--- src/cbt_ops_map.vh ---
// constants for the compare, batch and table datapath
`ifndef CBT_OPS_MAP_VH
`define CBT_OPS_MAP_VH

`define CBT_WORD_W 16
`define CBT_DINT_W 32
`define CBT_CNT_W 9
`define CBT_OP_W 4
`define CBT_REL_W 3

// operation select codes
`define CBT_OP_CMP_INT 4'h0
`define CBT_OP_CMP_DINT 4'h1
`define CBT_OP_CMP_REAL 4'h2
`define CBT_OP_BLK_ADD 4'h3
`define CBT_OP_BLK_SUB 4'h4
`define CBT_OP_BLK_CMP 4'h5
`define CBT_OP_CLAMP 4'h6
`define CBT_OP_DEAD_BAND_OP 4'h7
`define CBT_OP_ZONE 4'h8

// block compare relation codes
`define CBT_REL_EQ 3'h0
`define CBT_REL_GT 3'h1
`define CBT_REL_LT 3'h2
`define CBT_REL_NE 3'h3
`define CBT_REL_LE 3'h4
`define CBT_REL_GE 3'h5

// one-hot compare result positions: lowest is less-than
`define CBT_RES_LT 0
`define CBT_RES_EQ 1
`define CBT_RES_GT 2
`define CBT_RES_NONE 3'h0
`define CBT_RES_LT_HOT 3'h1
`define CBT_RES_EQ_HOT 3'h2
`define CBT_RES_GT_HOT 3'h4

// real operand layout
`define CBT_REAL_SIGN 31
`define CBT_REAL_MAG 30:0
`define CBT_REAL_SIGN_FLIP 32'h8000_0000
`define CBT_REAL_MAG_ZERO 31'h0000_0000

`define CBT_ZERO_WORD 16'h0000
`define CBT_ZERO_CNT 9'h000
`define CBT_ONE_CNT 9'h001
`define CBT_ONE_WORD 16'h0001

`endif

--- src/cbt_ops.v ---
// compare-and-set, batch data and table operation datapath
// Notes on behaviour
// - an enabled integer compare sets exactly one of less, equal or greater result bits.
// - the double-integer compare does the same on 32-bit signed operands.
// - the real compare does the same on single-precision operands.
// - block add writes first-block word plus second-block word to consecutive destinations.
// - for block add and subtract a constant second operand meets every first-block word.
// - block operations never raise the carry flag on overflow and leave it untouched.
// - block subtract writes first-block word minus second-block word to consecutive destinations.
// - block compare offers equal, greater, less, not equal, less-or-equal, greater-or-equal.
// - block compare writes each boolean result to consecutive destination bits.
// - a constant first operand of block compare meets every second-block word.
// - clamp gives the lower limit below it and the upper limit above it.
// - dead band gives input minus lower below, input minus upper above, zero inside.
// - dead band result is zero for inputs between the bounds inclusive.
// - zone adds the negative offset to negative input, the positive to positive, zero for zero.
`include "cbt_ops_map.vh"

module cbt_ops (
   input wire CORE_CLK,
   input wire RST_N,
   input wire OP_EN,
   input wire OP_START,
   input wire [`CBT_OP_W-1:0] OP_SEL,
   input wire [`CBT_REL_W-1:0] REL_SEL,
   input wire CONST_MODE,
   input wire [`CBT_CNT_W-1:0] ELEM_COUNT,
   input wire [`CBT_WORD_W-1:0] DEST_BASE,
   input wire [`CBT_DINT_W-1:0] OPND_A,
   input wire [`CBT_DINT_W-1:0] OPND_B,
   input wire [`CBT_WORD_W-1:0] OPND_C,
   input wire ELEM_VALID,
   input wire [`CBT_WORD_W-1:0] ELEM_A,
   input wire [`CBT_WORD_W-1:0] ELEM_B,
   output reg [2:0] CMP_BITS,
   output reg CMP_VALID,
   output reg WR_EN,
   output reg [`CBT_WORD_W-1:0] WR_ADDR,
   output reg [`CBT_WORD_W-1:0] WR_DATA,
   output reg BIT_WR_EN,
   output reg BIT_WR_DATA,
   output reg ALL_TRUE_FLAG,
   output reg CARRY_WR,
   output reg BUSY,
   output reg DONE
);

   localparam ST_IDLE = 1'b0;
   localparam ST_RUN = 1'b1;

   reg state;
   reg [`CBT_OP_W-1:0] blk_op;
   reg [`CBT_REL_W-1:0] blk_rel;
   reg blk_const;
   reg [`CBT_WORD_W-1:0] blk_kval;
   reg [`CBT_CNT_W-1:0] blk_left;
   reg [`CBT_WORD_W-1:0] blk_addr;
   reg blk_and;

   // single-shot compares
   wire signed [`CBT_WORD_W-1:0] int_a = OPND_A[`CBT_WORD_W-1:0];
   wire signed [`CBT_WORD_W-1:0] int_b = OPND_B[`CBT_WORD_W-1:0];
   wire signed [`CBT_DINT_W-1:0] dint_a = OPND_A;
   wire signed [`CBT_DINT_W-1:0] dint_b = OPND_B;

   // reals map to an ordered unsigned key; both zeros fold to one key
   wire a_zero = (OPND_A[`CBT_REAL_MAG] == `CBT_REAL_MAG_ZERO);
   wire b_zero = (OPND_B[`CBT_REAL_MAG] == `CBT_REAL_MAG_ZERO);
   wire [`CBT_DINT_W-1:0] key_a = a_zero ? `CBT_REAL_SIGN_FLIP :
      (OPND_A[`CBT_REAL_SIGN] ? ~OPND_A : (OPND_A ^ `CBT_REAL_SIGN_FLIP));
   wire [`CBT_DINT_W-1:0] key_b = b_zero ? `CBT_REAL_SIGN_FLIP :
      (OPND_B[`CBT_REAL_SIGN] ? ~OPND_B : (OPND_B ^ `CBT_REAL_SIGN_FLIP));

   reg cmp_lt;
   reg cmp_eq;
   reg [2:0] next_cmp_bits;

   always @* begin
      case (OP_SEL)
         `CBT_OP_CMP_DINT: begin
            cmp_lt = (dint_a < dint_b);
            cmp_eq = (dint_a == dint_b);
         end
         `CBT_OP_CMP_REAL: begin
            cmp_lt = (key_a < key_b);
            cmp_eq = (key_a == key_b);
         end
         default: begin
            cmp_lt = (int_a < int_b);
            cmp_eq = (int_a == int_b);
         end
      endcase
      if (cmp_lt)
         next_cmp_bits = `CBT_RES_LT_HOT;
      else if (cmp_eq)
         next_cmp_bits = `CBT_RES_EQ_HOT;
      else
         next_cmp_bits = `CBT_RES_GT_HOT;
   end

   // table operations on 16-bit signed words
   wire signed [`CBT_WORD_W-1:0] lo = OPND_A[`CBT_WORD_W-1:0];
   wire signed [`CBT_WORD_W-1:0] hi = OPND_B[`CBT_WORD_W-1:0];
   wire signed [`CBT_WORD_W-1:0] inp = OPND_C;
   wire signed [`CBT_WORD_W-1:0] zero_w = `CBT_ZERO_WORD;

   reg [`CBT_WORD_W-1:0] next_table;

   always @* begin
      case (OP_SEL)
         `CBT_OP_CLAMP: begin
            if (inp < lo)
               next_table = lo;
            else if (inp > hi)
               next_table = hi;
            else
               next_table = inp;
         end
         `CBT_OP_DEAD_BAND_OP: begin
            // results wrap at 16 bits, as in the element store
            if (inp < lo)
               next_table = inp - lo;
            else if (inp > hi)
               next_table = inp - hi;
            else
               next_table = `CBT_ZERO_WORD;
         end
         `CBT_OP_ZONE: begin
            if (inp < zero_w)
               next_table = inp + lo;
            else if (inp > zero_w)
               next_table = inp + hi;
            else
               next_table = `CBT_ZERO_WORD;
         end
         default: begin
            next_table = `CBT_ZERO_WORD;
         end
      endcase
   end

   // block element datapath
   wire [`CBT_WORD_W-1:0] add_rhs = blk_const ? blk_kval : ELEM_B;
   wire [`CBT_WORD_W-1:0] sum_w = ELEM_A + add_rhs;
   wire [`CBT_WORD_W-1:0] diff_w = ELEM_A - add_rhs;
   wire signed [`CBT_WORD_W-1:0] bc_a = blk_const ? blk_kval : ELEM_A;
   wire signed [`CBT_WORD_W-1:0] bc_b = ELEM_B;

   reg rel_hit;

   always @* begin
      case (blk_rel)
         `CBT_REL_EQ: rel_hit = (bc_a == bc_b);
         `CBT_REL_GT: rel_hit = (bc_a > bc_b);
         `CBT_REL_LT: rel_hit = (bc_a < bc_b);
         `CBT_REL_NE: rel_hit = (bc_a != bc_b);
         `CBT_REL_LE: rel_hit = (bc_a <= bc_b);
         `CBT_REL_GE: rel_hit = (bc_a >= bc_b);
         default: rel_hit = 1'b0;
      endcase
   end

   wire is_block = (OP_SEL == `CBT_OP_BLK_ADD) ||
      (OP_SEL == `CBT_OP_BLK_SUB) || (OP_SEL == `CBT_OP_BLK_CMP);
   wire is_cmp = (OP_SEL == `CBT_OP_CMP_INT) ||
      (OP_SEL == `CBT_OP_CMP_DINT) || (OP_SEL == `CBT_OP_CMP_REAL);
   wire is_table = (OP_SEL == `CBT_OP_CLAMP) ||
      (OP_SEL == `CBT_OP_DEAD_BAND_OP) || (OP_SEL == `CBT_OP_ZONE);
   wire go = OP_EN && OP_START;
   wire last_elem = (blk_left == `CBT_ONE_CNT);
   wire step = OP_EN && ELEM_VALID;

   always @(posedge CORE_CLK or negedge RST_N) begin
      if (!RST_N) begin
         state <= ST_IDLE;
         blk_op <= `CBT_OP_BLK_ADD;
         blk_rel <= `CBT_REL_EQ;
         blk_const <= 1'b0;
         blk_kval <= `CBT_ZERO_WORD;
         blk_left <= `CBT_ZERO_CNT;
         blk_addr <= `CBT_ZERO_WORD;
         blk_and <= 1'b0;
         CMP_BITS <= `CBT_RES_NONE;
         CMP_VALID <= 1'b0;
         WR_EN <= 1'b0;
         WR_ADDR <= `CBT_ZERO_WORD;
         WR_DATA <= `CBT_ZERO_WORD;
         BIT_WR_EN <= 1'b0;
         BIT_WR_DATA <= 1'b0;
         ALL_TRUE_FLAG <= 1'b0;
         CARRY_WR <= 1'b0;
         BUSY <= 1'b0;
         DONE <= 1'b0;
      end else begin
         CMP_VALID <= 1'b0;
         WR_EN <= 1'b0;
         BIT_WR_EN <= 1'b0;
         DONE <= 1'b0;
         // the carry flag is never written by this block
         CARRY_WR <= 1'b0;
         case (state)
            ST_IDLE: begin
               if (go && is_cmp) begin
                  CMP_BITS <= next_cmp_bits;
                  CMP_VALID <= 1'b1;
                  DONE <= 1'b1;
               end else if (go && is_table) begin
                  WR_EN <= 1'b1;
                  WR_ADDR <= DEST_BASE;
                  WR_DATA <= next_table;
                  DONE <= 1'b1;
               end else if (go && is_block) begin
                  blk_op <= OP_SEL;
                  blk_rel <= REL_SEL;
                  blk_const <= CONST_MODE;
                  // a constant is the second operand for add and subtract
                  // but the first operand for compare
                  blk_kval <= (OP_SEL == `CBT_OP_BLK_CMP) ?
                     OPND_A[`CBT_WORD_W-1:0] : OPND_B[`CBT_WORD_W-1:0];
                  blk_left <= ELEM_COUNT;
                  blk_addr <= DEST_BASE;
                  blk_and <= 1'b1;
                  if (OP_SEL == `CBT_OP_BLK_CMP)
                     ALL_TRUE_FLAG <= 1'b0;
                  if (ELEM_COUNT == `CBT_ZERO_CNT) begin
                     DONE <= 1'b1;
                  end else begin
                     state <= ST_RUN;
                     BUSY <= 1'b1;
                  end
               end
            end
            ST_RUN: begin
               if (!OP_EN) begin
                  // losing enable mid-block abandons the run unwritten
                  state <= ST_IDLE;
                  BUSY <= 1'b0;
               end else if (step) begin
                  WR_ADDR <= blk_addr;
                  if (blk_op == `CBT_OP_BLK_CMP) begin
                     BIT_WR_EN <= 1'b1;
                     BIT_WR_DATA <= rel_hit;
                     blk_and <= blk_and & rel_hit;
                  end else begin
                     WR_EN <= 1'b1;
                     WR_DATA <= (blk_op == `CBT_OP_BLK_SUB) ? diff_w : sum_w;
                  end
                  blk_addr <= blk_addr + `CBT_ONE_WORD;
                  blk_left <= blk_left - `CBT_ONE_CNT;
                  if (last_elem) begin
                     state <= ST_IDLE;
                     BUSY <= 1'b0;
                     DONE <= 1'b1;
                     if (blk_op == `CBT_OP_BLK_CMP)
                        ALL_TRUE_FLAG <= blk_and & rel_hit;
                  end
               end
            end
            default: begin
               state <= ST_IDLE;
               BUSY <= 1'b0;
            end
         endcase
      end
   end

endmodule

--- config.mk ---
export PLATFORM = sky130hd
export DESIGN_NAME = cbt_ops
export DESIGN_NICKNAME = d
export VERILOG_FILES = /design/src/cbt_ops.v
export VERILOG_INCLUDE_DIRS = /design/src
export SDC_FILE = /design/constraint.sdc
export NUM_CORES = 1
export LEC_CHECK = 0
export CAP_MARGIN = 10
export CORE_MARGIN = 10
export CORE_UTILIZATION = 40
export DETAILED_ROUTE_END_ITERATION = 6
export DONT_BUFFER_PORTS = 1
export PLACE_DENSITY = 0.66
export SYNTH_ARGS = -nofsm -noshare
export SYNTH_HDL_FRONTEND = slang
export SYNTH_SLANG_ARGS = --single-unit
--- constraint.sdc ---
create_clock -name CORE_CLK -period 13.4 [get_ports CORE_CLK]
set_clock_uncertainty 0.05 [all_clocks]
set_input_delay 2.68 -clock CORE_CLK [delete_from_list [all_inputs] [get_ports CORE_CLK]]
set_output_delay 2.68 -clock CORE_CLK [all_outputs]
set_load 0.02 [all_outputs]
==> reports/qor.csv <==
metric,value,unit
"FFs w/ async S/R, synth",1.00,
pin count of the biggest net entering global routing,94,
"area leader, netlist",dfrtp_1,
ys flop type,dfrtp_1,
period utilisation layout,0.464,
Layout Nets,1943,
Area Growth Syn to Fin,4.42,%
Yosys top cell area share,0.179,
Rel. slew slack,0.278,
Core Area,0.0315,sq mm
placed standard-cell area,0.0130,sq mm
worst endpoint data arrival time,6.42,ns
Fin Setup TNS,0,ns
CTS sink count,93,
Die ar.,0.0394,sq mm
drt wl/cell,22.1,um
Vias per Instance,5.96,
pwr dens,110,mW/mm^2
via count,12100,
Cells after Synth,1684,
hold slack,0.424,ns
FP Rows,65,
# resized after CTS,0,
"Seq/Total Area, Yosys",0.183,
Seq cells post-synth,93,
I/O Buffers,0,
Num CTS Buffers,9,
Post-Syn Nets,2000,
critical path peak fanout,30,
Hold Path Depth,2,
vias in the first global route,11700,
Commonest cells post-synth,"163 x nand2_1, 161 x ha_1, 144 x nor2_1",
worst endpoint required time,13.60,ns
Final Cell Area,0.0133,sq mm
remaining antenna violation count,0,
worst skew pair latency,0.35,ns
Clock Tree Root,clkbuf_16,
placed cell count,2018,
Worst IR Drop VDD,0.0791,mV
detailed-route DRC error count,0,
cell with the most instances after synthesis,nand2_1,
gr usage total,0.222,
Synth Warn #,0,
worst-margin pin slew,1.08,ns
Netlist Area Pre-Place,0.0127,sq mm
final hold violation count,0,
Mean Syn Cell Area,7.56,sq um
CTS tree,done,
Max stage delay on crit path,0.60,ns
die span in x,198,um
initial antenna violation count,0,
"most used cell, CP",nor2_1,
grt total ovfl,0,
hpwl dp,36600,um
Initial Util,0.405,
RD Place Congestion,0.984,
1st-iter DRT viols,971,
drt first pass iters,5,
largest cells by area after synthesis,"dfrtp_1 18%, ha_1 16%, xnor2_1 6.1%, a21oi_1 5.5%, o21ai_0 5.2%",
reg2reg path depth,15,
Clock transition at path regs,0.09,ns
outcome,"complete, no violations",
Final setup viols,0,
count of cell types in the netlist,83,
Final Util,0.423,
clock period minus worst slack,6.22,ns
first-pass GRT wire length,68400,um
CP Launch Type,input port,
number of fill cells in the layout,3222,
leakage power,0.00587,uW
FMAX,161,MHz
post-CTS setup buffer count,0,
WL final,45000,um
io pins,193,
H-tree levels,3,
hold buffers post-CTS,0,
MaxCap Viol Count,0,
crit-path cells,nor4_1 -> nand4_1 -> nor2_1 -> buf_4 -> nor2_1 -> ha_1 -> and4_1 -> nand4_1 -> or3_1 -> or4_1 -> nor2_1 -> o31a_1 -> or3_1 -> o21ai_2 -> o31a_1,
CP Class,input port to register,
"EDFF count, synth",0,
Slew Limit Fails,0,
Longest Clk Path Bufs,2,
Worst Hold Class,register to register,
slowest CP cell,or4_1,
layout cells sized above 1,0.0466,
Layout Cells excl Fill,2035,
Worst setup EP type,register,
RSZ-0062 raised after global routing,false,
Die Y,198,um
[layout make-up]
| class | count | area (sq um) | area share |
|---|---|---|---|
| tap | 402 | 503 | 0.0378 |
| clock buffer | 9 | 225 | 0.0169 |
| antenna | 1 | 2.50 | 0.000188 |
| clock inverter | 7 | 75.1 | 0.00564 |
| multi-input combinational | 1396 | 9630 | 0.724 |
| inverter | 112 | 420 | 0.0316 |
| sequential | 93 | 2330 | 0.175 |
| timing repair buffer | 15 | 113 | 0.00847 |
[stage by stage]
step / setup slack [ns] / power [uW]
after floorplan: 7.47 / 1040
after global placement: 6.97 / 1190
after detailed placement: 6.86 / 1200
after CTS: 7.23 / 1470
after global routing: 6.98 / 1590
final: 7.18 / 1470
[cell usage in the layout, fill, tap and decap left out, drive strengths merged, types with 20 or more instances in the layout]
cell type,count
nor3,34
nor4,22
a21oi,140
o211ai,22
nor2b,21
nand3,49
a31oi,20
nand4,22
o22ai,29
xor2,46
mux2i,44
nor2,144
a21o,27
xnor2,88
inv,115
dfrtp,91
ha,161
o21ai,139
nand2,163
[per-layer routing]
layer | wire length, um | part of all wire | track usage | vias to the layer above
met5 | 0 | 0 | 0 | -
met4 | 1100 | 0.024 | 0.0622 | 0
met3 | 4560 | 0.10 | 0.0629 | 57
met2 | 19800 | 0.44 | 0.348 | 469
met1 | 19500 | 0.43 | 0.291 | 5676
li1 | - | - | - | 5928
[worst max-delay path, delay by kind of cell]
| kind | cells | cell delay (ns) |
|---|---|---|
| AOI/OAI and AO/OA | 3 | 0.45 |
| buffers and inverters | 1 | 0.32 |
| and+or+nand+nor | 10 | 2.66 |
| adders and majority gates | 1 | 0.29 |
[power by group]
| group | leakage [uW] | internal (uW) | switching [uW] |
|---|---|---|---|
| Combinational | 0.00460 | 312 | 386 |
| Sequential | 0.00113 | 363 | 149 |
| Clock | 0.000144 | 132 | 126 |
[final timing paths]
| path | startpoint | slack, ns | end |
|---|---|---|---|
| max | OPND_A[9] | 7.18 | CMP_BITS[0] |
| min | blk_op[0] | 0.42 | blk_op[0] |
| max reg2reg | blk_const | 8.83 | WR_DATA[15] |
| min reg2reg | blk_op[0] | 0.42 | blk_op[0] |
| max in group asynchronous | RST_N | 11.07 | blk_op[0] |
| min in group asynchronous | RST_N | 1.97 | blk_kval[15] |
[kinds of logic after synthesis]
logic type,Yosys count,synth area share
multiplexers,56,0.0452
AO/OA/AOI/OAI,502,0.251
other,1,0.000294
adder cells (fa/ha/maj),166,0.166
AND/OR/NAND/NOR,537,0.200
flip-flops,93,0.183
XOR/XNOR,134,0.0921
buffers and inverters,195,0.0621
[flip-flops by register name, indices dropped and copies added, names as in the netlist, 3 cells and up]
register	count
CMP_BITS	3
WR_DATA	16
WR_ADDR	16
blk_rel	3
blk_addr	16
blk_kval	16
blk_op	4
blk_left	9
No activity file was read; power rests on OpenSTA's default activity.
